### config.mk
export PLATFORM = sky130hd
export DESIGN_NAME = dorr_core
export DESIGN_NICKNAME = d
export VERILOG_FILES = /design/src/logic/dorr_core.v
export VERILOG_INCLUDE_DIRS = /design/src /design/src/logic
export SDC_FILE = /design/constraint.sdc
export NUM_CORES = 1
export LEC_CHECK = 0
export ABC_AREA = 1
export BUFFER_PORTS_ARGS = -buffer_cell sky130_fd_sc_hd__buf_2
export CAP_MARGIN = 20
export CORE_MARGIN = 8
export CORE_UTILIZATION = 55
export CTS_CLUSTER_DIAMETER = 150
export DETAILED_ROUTE_END_ITERATION = 6
export GPL_TIMING_DRIVEN = 0
export PLACE_DENSITY = 0.8
export SETUP_SLACK_MARGIN = 0.05
export SLEW_MARGIN = 20
export SYNTH_ARGS = -nofsm -noshare
export SYNTH_HDL_FRONTEND = slang
export SYNTH_SLANG_ARGS = --single-unit
### constraint.sdc
create_clock -name clk -period 7.28 [get_ports clk]
set_input_delay 1.456 -clock clk [delete_from_list [all_inputs] [get_ports clk]]
set_output_delay 1.456 -clock clk [all_outputs]
set_load 0.03 [all_outputs]
### src/logic/dorr_consts.vh
`ifndef DORR_CONSTS_VH
`define DORR_CONSTS_VH

// Drive actions
`define DORR_ACT_DEENERGIZE 2'h0
`define DORR_ACT_STOP 2'h1
`define DORR_ACT_OPEN 2'h2
`define DORR_ACT_CLOSE 2'h3

// Counts
`define DORR_CNT_NONE 16'h0000
`define DORR_CNT_UNLIMITED 16'hffff
`define DORR_RETRY_DEF 16'h0003
`define DORR_REV_DEF 16'h0000

// Times, ms
`define DORR_WAIT_MAX_MS 16'hea60
`define DORR_RETRY_WAIT_DEF_MS 16'h07d0
`define DORR_REV_WAIT_DEF_MS 16'h07d0
`define DORR_ON_DELAY_DEF_MS 16'h03e8

// Distances, mm
`define DORR_SUPP_CLOSED_DEF_MM 16'h000a
`define DORR_SUPP_OPEN_DEF_MM 16'h000a
`define DORR_SUPP_CREEP_DEF_MM 16'h0014
`define DORR_SUPP_LAST_DEF_MM 16'h0032
`define DORR_REV_DIST_DEF_MM 16'h0000

// Clock and tick
`define DORR_CLK_PERIOD_NS 10
`define DORR_MS_NS 1000000
`define DORR_CYC_PER_MS (`DORR_MS_NS / `DORR_CLK_PERIOD_NS)

// Drive order code for no order
`define DORR_ORDER_NONE 4'h0

`endif

### src/logic/dorr_core.v
// Contract
// - After opening obstruction, retry configured times; 0 none, 0xffff unlimited.
// - Wait configured 0..60000 ms before each retry, default 2000.
// - During retry wait, deenergize (0) or hold stopped (1).
// - Retries exhausted, no reversing: apply after-retries drive action.
// - Up to configured reverses, each after a wait, over configured distance.
// - Obstruction during reverse applies its own drive action.
// - All reverses done: apply after-reverses drive action.
// - Ignore obstruction within set distance before open end while opening.
// - Ignore force obstruction within set distance before creep zone.
// - Ignore force obstruction within set distance after last obstruction.
// - Order on a level or inverted output acts only while that output is high.
// - Rise and fall outputs pulse exactly one cycle per input edge.
// - Orders on edge outputs are latched past the pulse.
// - Level output follows the input directly.
// - Inverted output follows the input inverted.
// - Opening detection armed only after switch-on delay.
// - Suppress detection for set distance after leaving closed end.
`timescale 1ns/100ps
`include "dorr_consts.vh"

module dorr_core #(
  parameter NIN = 5,
  parameter OW = 4,
  parameter CYC_PER_MS = `DORR_CYC_PER_MS
) (
  // Clock and reset
  input wire clk,
  input wire rstn,
  // Digital input pins
  input wire [NIN-1:0] din,
  // Order assignment per output, OW bits per input
  input wire [NIN*OW-1:0] rise_order_cfg,
  input wire [NIN*OW-1:0] fall_order_cfg,
  input wire [NIN*OW-1:0] level_order_cfg,
  input wire [NIN*OW-1:0] inv_order_cfg,
  input wire order_clear,
  // Function block outputs and resulting order
  output reg [NIN-1:0] in_rise_reg,
  output reg [NIN-1:0] in_fall_reg,
  output reg [NIN-1:0] in_level_reg,
  output reg [NIN-1:0] in_inv_reg,
  output reg [OW-1:0] drive_order_reg,
  // Movement status, same clock
  input wire open_move,
  input wire [15:0] pos_mm,
  input wire [15:0] closed_end_mm,
  input wire [15:0] open_end_mm,
  input wire [15:0] creep_start_mm,
  input wire obst_stop,
  input wire obst_force,
  // Obstruction configuration
  input wire [15:0] on_delay_ms,
  input wire [15:0] supp_closed_mm,
  input wire [15:0] supp_open_mm,
  input wire [15:0] supp_creep_mm,
  input wire [15:0] supp_last_mm,
  input wire [15:0] retry_count,
  input wire [15:0] retry_wait_ms,
  input wire retry_hold,
  input wire [1:0] retry_final,
  input wire [15:0] rev_count,
  input wire [15:0] rev_wait_ms,
  input wire [15:0] rev_dist_mm,
  input wire [1:0] rev_obst_action,
  input wire [1:0] rev_final,
  // Motor side
  output reg seq_active_reg,
  output reg [1:0] motor_cmd_reg,
  output reg [2:0] state_reg,
  output wire obst_hit
);

  localparam S_IDLE = 3'd0;
  localparam S_OPEN = 3'd1;
  localparam S_RWAIT = 3'd2;
  localparam S_VWAIT = 3'd3;
  localparam S_REV = 3'd4;
  localparam S_FINAL = 3'd5;

  // ==========================================================
  // Helpers
  function [15:0] sat_add;
    input [15:0] a;
    input [15:0] b;
    reg [16:0] s;
    begin
      s = {1'b0, a} + {1'b0, b};
      sat_add = s[16] ? 16'hffff : s[15:0];
    end
  endfunction

  function [15:0] sat_sub;
    input [15:0] a;
    input [15:0] b;
    begin
      sat_sub = (a > b) ? (a - b) : 16'h0000;
    end
  endfunction

  function [15:0] clamp_wait;
    input [15:0] t;
    begin
      clamp_wait = (t > `DORR_WAIT_MAX_MS) ? `DORR_WAIT_MAX_MS : t;
    end
  endfunction

  // Remaining budget of a bounded or unlimited count
  function left;
    input [15:0] used;
    input [15:0] cfg;
    begin
      left = (cfg == `DORR_CNT_UNLIMITED) || (used < cfg);
    end
  endfunction

  // ==========================================================
  // Input synchronisers and function block outputs
  reg [NIN-1:0] din_s1_reg;
  reg [NIN-1:0] din_s2_reg;
  reg [NIN-1:0] din_prev_reg;

  always @(posedge clk or negedge rstn) begin
    if (!rstn) begin
      din_s1_reg <= {NIN{1'b0}};
      din_s2_reg <= {NIN{1'b0}};
      din_prev_reg <= {NIN{1'b0}};
      in_rise_reg <= {NIN{1'b0}};
      in_fall_reg <= {NIN{1'b0}};
      in_level_reg <= {NIN{1'b0}};
      in_inv_reg <= {NIN{1'b0}};
    end else begin
      din_s1_reg <= din;
      din_s2_reg <= din_s1_reg;
      din_prev_reg <= din_s2_reg;
      in_rise_reg <= din_s2_reg & ~din_prev_reg;
      in_fall_reg <= ~din_s2_reg & din_prev_reg;
      in_level_reg <= din_s2_reg;
      in_inv_reg <= ~din_s2_reg;
    end
  end

  // ==========================================================
  // Drive order selection
  // Level orders win over latched ones; lower input index wins.
  reg [OW-1:0] latched_order_reg;
  reg [OW-1:0] edge_order;
  reg [OW-1:0] level_order;
  integer i;

  always @* begin
    edge_order = `DORR_ORDER_NONE;
    level_order = `DORR_ORDER_NONE;
    for (i = NIN - 1; i >= 0; i = i - 1) begin
      if (in_rise_reg[i] && rise_order_cfg[i*OW +: OW] != `DORR_ORDER_NONE) begin
        edge_order = rise_order_cfg[i*OW +: OW];
      end
      if (in_fall_reg[i] && fall_order_cfg[i*OW +: OW] != `DORR_ORDER_NONE) begin
        edge_order = fall_order_cfg[i*OW +: OW];
      end
      if (in_level_reg[i] && level_order_cfg[i*OW +: OW] != `DORR_ORDER_NONE) begin
        level_order = level_order_cfg[i*OW +: OW];
      end
      if (in_inv_reg[i] && inv_order_cfg[i*OW +: OW] != `DORR_ORDER_NONE) begin
        level_order = inv_order_cfg[i*OW +: OW];
      end
    end
  end

  always @(posedge clk or negedge rstn) begin
    if (!rstn) begin
      latched_order_reg <= `DORR_ORDER_NONE;
      drive_order_reg <= `DORR_ORDER_NONE;
    end else begin
      // A new edge beats a clear in the same cycle
      if (edge_order != `DORR_ORDER_NONE) begin
        latched_order_reg <= edge_order;
      end else if (order_clear) begin
        latched_order_reg <= `DORR_ORDER_NONE;
      end
      if (level_order != `DORR_ORDER_NONE) begin
        drive_order_reg <= level_order;
      end else if (edge_order != `DORR_ORDER_NONE) begin
        drive_order_reg <= edge_order;
      end else if (order_clear) begin
        drive_order_reg <= `DORR_ORDER_NONE;
      end else begin
        drive_order_reg <= latched_order_reg;
      end
    end
  end

  // ==========================================================
  // Millisecond tick
  // Restarted with the ms counter so a wait is never a tick short
  reg [31:0] div_reg;
  wire ms_restart;
  wire ms_tick = (div_reg == CYC_PER_MS - 1);

  always @(posedge clk or negedge rstn) begin
    if (!rstn) begin
      div_reg <= 32'h00000000;
    end else begin
      div_reg <= (ms_tick || ms_restart) ? 32'h00000000 : div_reg + 32'h00000001;
    end
  end

  // ==========================================================
  // Detection windows
  reg [15:0] ms_reg;
  reg [15:0] last_obst_reg;
  reg last_valid_reg;
  reg [15:0] rev_start_reg;
  reg [15:0] retry_used_reg;
  reg [15:0] rev_used_reg;

  wire armed_time = (ms_reg >= on_delay_ms);
  wire past_closed = (pos_mm >= sat_add(closed_end_mm, supp_closed_mm));
  wire before_open = (pos_mm < sat_sub(open_end_mm, supp_open_mm));
  wire near_creep = (pos_mm >= sat_sub(creep_start_mm, supp_creep_mm)) &&
                    (pos_mm < creep_start_mm);
  wire near_last = last_valid_reg && (pos_mm >= last_obst_reg) &&
                   (pos_mm < sat_add(last_obst_reg, supp_last_mm));
  wire force_ok = obst_force && !near_creep && !near_last;
  wire opening_hit = (state_reg == S_OPEN) && armed_time && past_closed && before_open &&
                     (obst_stop || force_ok);
  wire rev_hit = (state_reg == S_REV) && (obst_stop || obst_force);
  wire rev_done = (rev_dist_mm == 16'h0000) ? (pos_mm <= closed_end_mm) :
                  (pos_mm <= sat_sub(rev_start_reg, rev_dist_mm));

  assign obst_hit = opening_hit || rev_hit;

  assign ms_restart = ((state_reg == S_IDLE) && open_move) ||
                      ((state_reg == S_OPEN) && opening_hit) ||
                      ((state_reg == S_RWAIT) && (ms_reg >= clamp_wait(retry_wait_ms))) ||
                      ((state_reg == S_REV) && !rev_hit && rev_done);

  // ==========================================================
  // Retry and reverse sequencer
  always @(posedge clk or negedge rstn) begin
    if (!rstn) begin
      state_reg <= S_IDLE;
      ms_reg <= 16'h0000;
      last_obst_reg <= 16'h0000;
      last_valid_reg <= 1'b0;
      rev_start_reg <= 16'h0000;
      retry_used_reg <= 16'h0000;
      rev_used_reg <= 16'h0000;
      seq_active_reg <= 1'b0;
      motor_cmd_reg <= `DORR_ACT_DEENERGIZE;
    end else begin
      if (ms_tick && ms_reg != 16'hffff) begin
        ms_reg <= ms_reg + 16'h0001;
      end
      case (state_reg)
        S_IDLE: begin
          seq_active_reg <= 1'b0;
          motor_cmd_reg <= `DORR_ACT_DEENERGIZE;
          retry_used_reg <= 16'h0000;
          rev_used_reg <= 16'h0000;
          last_valid_reg <= 1'b0;
          if (open_move) begin
            state_reg <= S_OPEN;
            ms_reg <= 16'h0000;
            motor_cmd_reg <= `DORR_ACT_OPEN;
          end
        end
        S_OPEN: begin
          if (opening_hit) begin
            last_obst_reg <= pos_mm;
            last_valid_reg <= 1'b1;
            seq_active_reg <= 1'b1;
            ms_reg <= 16'h0000;
            if (left(retry_used_reg, retry_count)) begin
              state_reg <= S_RWAIT;
              motor_cmd_reg <= retry_hold ? `DORR_ACT_STOP : `DORR_ACT_DEENERGIZE;
            end else if (left(rev_used_reg, rev_count)) begin
              state_reg <= S_VWAIT;
              motor_cmd_reg <= `DORR_ACT_STOP;
            end else if (rev_used_reg != 16'h0000) begin
              state_reg <= S_FINAL;
              motor_cmd_reg <= rev_final;
            end else begin
              state_reg <= S_FINAL;
              motor_cmd_reg <= retry_final;
            end
          end else if (!open_move && !seq_active_reg) begin
            state_reg <= S_IDLE;
          end else if (seq_active_reg && pos_mm >= open_end_mm) begin
            state_reg <= S_IDLE; // Retry or re-open reached the end
          end
        end
        S_RWAIT: begin
          if (ms_reg >= clamp_wait(retry_wait_ms)) begin
            state_reg <= S_OPEN;
            ms_reg <= 16'h0000;
            motor_cmd_reg <= `DORR_ACT_OPEN;
            if (retry_count != `DORR_CNT_UNLIMITED) begin
              retry_used_reg <= retry_used_reg + 16'h0001;
            end
          end
        end
        S_VWAIT: begin
          if (ms_reg >= clamp_wait(rev_wait_ms)) begin
            state_reg <= S_REV;
            rev_start_reg <= pos_mm;
            motor_cmd_reg <= `DORR_ACT_CLOSE;
            if (rev_count != `DORR_CNT_UNLIMITED) begin
              rev_used_reg <= rev_used_reg + 16'h0001;
            end
          end
        end
        S_REV: begin
          if (rev_hit) begin
            state_reg <= S_FINAL;
            motor_cmd_reg <= rev_obst_action;
          end else if (rev_done) begin
            // Open again; a further hit draws the next reverse, or the after-reverses action once all are used
            state_reg <= S_OPEN;
            ms_reg <= 16'h0000;
            motor_cmd_reg <= `DORR_ACT_OPEN;
          end
        end
        S_FINAL: begin
          // Final action holds until the movement request drops
          if (!open_move) begin
            state_reg <= S_IDLE;
          end
        end
        default: begin
          state_reg <= S_IDLE;
        end
      endcase
    end
  end

endmodule // dorr_core

==> impl_metrics.py <==
metrics = {
    "outcome": {
        "status": "complete, but fails checks",
        "violations": "DRC",
    },
    "final_layout": {
        "mostFrequentLayoutCells": "nand2_1, inv_1, buf_2",
        "area_growth_pct": 16.5,
        "largest_reg_flops": 32,
        "fin_util_pct": 65.3,
        "layout_commonest_cell": "nand2_1",
        "drive_above_1_share_pct": 16.8,
        "fillers": 2854,
        "fin_cells": 3359,
        "layout.nets": 3569,
    },
    "sta": {
        "rsz0062_at_grt": "false",
        "finalMaxSlewViolations": 0,
        "fin_crit_ns": 6.86,
        "setup_viol": 0,
        "finalHoldViolCount": 0,
        "post-route-worst-setup-slack_ns": 0.422,
        "fmax_mhz": 146,
        "finalCritPeriodShare_pct": 94.2,
        "finClkSkew_ns": 0.00968,
        "whs_ns": 0.354,
        "tightestPinTransition_ns": 1.00,
        "relSlewSlack_pct": 32.2,
    },
    "setup_path": {
        "crit_buf_inv": 4,
        "cpMostUsedCell": "nand3_1",
        "start_kind": "input port",
        "cp_data_required_time_ns": 5.82,
        "r2r_slack_ns": 2.51,
        "critPathArrivalTime_ns": 5.40,
        "crit_type": "input port to output pin",
        "reg2reg_depth": 29,
        "cp.depth": 26,
        "r2r_start": "rev_start_reg[0]",
        "startpoint": "closed_end_mm[2]",
        "cp_top_family": "compound AO/OA/AOI/OAI gates",
        "end_kind": "output pin",
        "crit_fanout": 19,
        "slowest_stage": "ha_1",
        "slowest_delay_ns": 0.33,
    },
    "logic_synthesis": {
        "synth_seq_area_share_pct": 22.0,
        "avgSynthCellArea_um2": 6.92,
        "ys_ff_latch": 156,
        "yosys.cell_types.count": 58,
        "synth_area_um2": 17700,
        "synth_warnings": 0,
        "syn_inst": 2562,
        "syn_nets": 3193,
    },
    "place": {
        "hpwl_um": 45300,
        "place.gp.congestion": 1.02,
        "dp_slack_ns": -0.0977,
        "dp.cells": 3317,
        "portBuffers": 352,
    },
    "global_route": {
        "grt_pass1_vias": 18022,
        "antenna_found_initial": 7,
        "grt_max_degree": 91,
        "grt_pass1_wl_um": 86900,
        "gr-usage-all-layers_pct": 27.5,
        "overflow": 0,
    },
    "cts": {
        "clkSlewWorstSetupHoldPaths_ns": 0.06,
        "h-tree-depth": 4,
        "clock_sinks": 156,
        "cts-root-buf": "clkbuf_16",
        "cts_hold_buf": 0,
        "numCtsBuffers": 17,
        "cts_tree": "built",
        "cts_max_path_buffers": 2,
        "clk-insertion-delay-late_ns": 0.44,
    },
    "detailed_routing": {
        "drtAntennaViolNets": 0,
        "vias": 18638,
        "vias_per_cell": 5.55,
        "drc": 1,
        "routedWlPerCell_um": 16.2,
        "drtIter0Drc": 1161,
        "routed_wl_um": 54400,
        "drt_first_pass_iters": 7,
    },
    "power_and_ir_drop": {
        "p_seq_share_pct": 29.7,
        "switchingPower_uw": 1390,
        "power_uw": 3310,
        "power_density_nw_per_um2": 160,
        "vdd_ir_drop_max_uv": 179,
        "leakage_uw": 0.0111,
        "sw_frac_of_total_pct": 42.0,
        "internal-power_uw": 1920,
        "p_clk_share_pct": 24.6,
        "combinationalPowerShare_pct": 45.8,
    },
    "floorplan": {
        "die_area_um2": 38200,
        "dieWidth_um": 196,
        "initial_core_util_pct": 56.0,
        "pin_count": 353,
        "core_area_um2": 31600,
        "std_cell_rows": 65,
        "die_y_um": 196,
    },
    "flow_run": {
        "maxCapViolCount": 0,
    },
    "worst_hold_path": {
        "hp-start": "din_s1_reg[1]",
        "hp-class": "flip-flop to flip-flop",
        "min_path_cells": 0,
    },
}
power by group through the flow:
stage | Clock (µW) | Combinational, µW | Sequential, µW
3_3_place_gp | 0 | 1430 | 994
2_1_floorplan | 0 | 992 | 1020
6_report | 813 | 1520 | 982
5_1_grt | 860 | 1710 | 989
3_5_place_dp | 0 | 1480 | 997
4_1_cts | 827 | 1490 | 981
synth_stat cells (all sizes together):
cell type	count	area, µm²
clkbuf	10	37.5
a21o	3	22.5
o22ai	2	12.5
ha	304	3800
nand4	44	290
nor4b	1	8.76
a21boi	12	90.1
a31oi	7	43.8
a211oi	13	97.6
o21ai	171	856
o21a	8	60.1
xnor2	13	114
a31o	1	8.76
nand3b	6	45.0
o221ai	6	52.6
nor3	56	285
inv	460	1730
o31ai	6	45.0
xor2	51	447
dfrtp	156	3900
clkinv	1	3.75
a21oi	234	1180
nor3b	2	15.0
nand2	502	1900
o211ai	19	143
or2	27	169
nor4	30	200
buf	8	75.1
nand2b	1	6.26
a2111oi	1	8.76
fa	5	100
nand3	124	626
and2	2	12.5
mux2	2	22.5
and3	5	31.3
o21bai	9	67.6
nor2	239	1010
o41ai	12	120
or3	1	11.3
o211a	1	10.0
o2111ai	7	61.3
layer usage:
metal  part of all wire, %  vias to the layer above  global-route usage, %
met3                   5.9                      121                   4.57
met5                 0.024                        -                      0
met4                   3.8                        2                   11.8
li1                      -                     9324                      -
met1                    42                     8552                   33.0
met2                    48                      639                   48.0
worst reg2reg max path, delay by kind of cell (launching register included):
family,cells,cell delay (ns)
flip-flops,1,0.35
adder cells (fa/ha/maj),3,0.69
buffers and inverters,5,0.48
AND/OR/NAND/NOR,10,1.14
AO/OA/AOI/OAI,11,1.98
path summary, 6_finish.rpt:
check | endpoint
min reg2reg | din_s2_reg[1]
max | obst_hit
min in group asynchronous | ms_reg[13]
max reg2reg | ms_reg[9]
min | din_s2_reg[1]
max in group asynchronous | rev_start_reg[10]
kinds of logic after synthesis:
logic type                 count (synthesis)  synth area share, %
xor gates and xnor gates                  64                 3.16
AOI/OAI and AO/OA                        512                 16.2
buffers and inverters                    479                 10.4
and+or+nand+nor                         1040                 26.0
adders and majority gates                309                 22.0
muxes                                      2                0.127
DFF                                      156                 22.0
final cells by class:
| cell class | count | area, µm² | area share (%) |
|---|---|---|---|
| antenna | 6 | 15.0 | 0.0727 |
| buffer | 17 | 116 | 0.563 |
| timing repair buffer | 358 | 1840 | 8.91 |
| clock buffer | 22 | 454 | 2.20 |
| clock inverter | 10 | 68.8 | 0.333 |
| sequential | 156 | 3900 | 18.9 |
| multi-input combinational | 1927 | 12000 | 58.2 |
| inverter | 461 | 1730 | 8.39 |
| tap | 402 | 503 | 2.44 |
stage by stage:
stage / cell area [µm²] / setup TNS (ns)
2_1_floorplan: 17700 / 0
3_3_place_gp: 20000 / -0.0160
3_5_place_dp: 20000 / -0.0977
4_1_cts: 20600 / 0
5_1_grt: 20700 / 0
6_report: 20700 / 0
what timing repair did:
item	4_1_cts	5_1_grt
cloned	0	1
resized for setup	4	18
setup endpoints to repair	1	1
setup buffers	1	3
pin swaps	0	5
No activity file was read; power rests on OpenSTA's default activity.
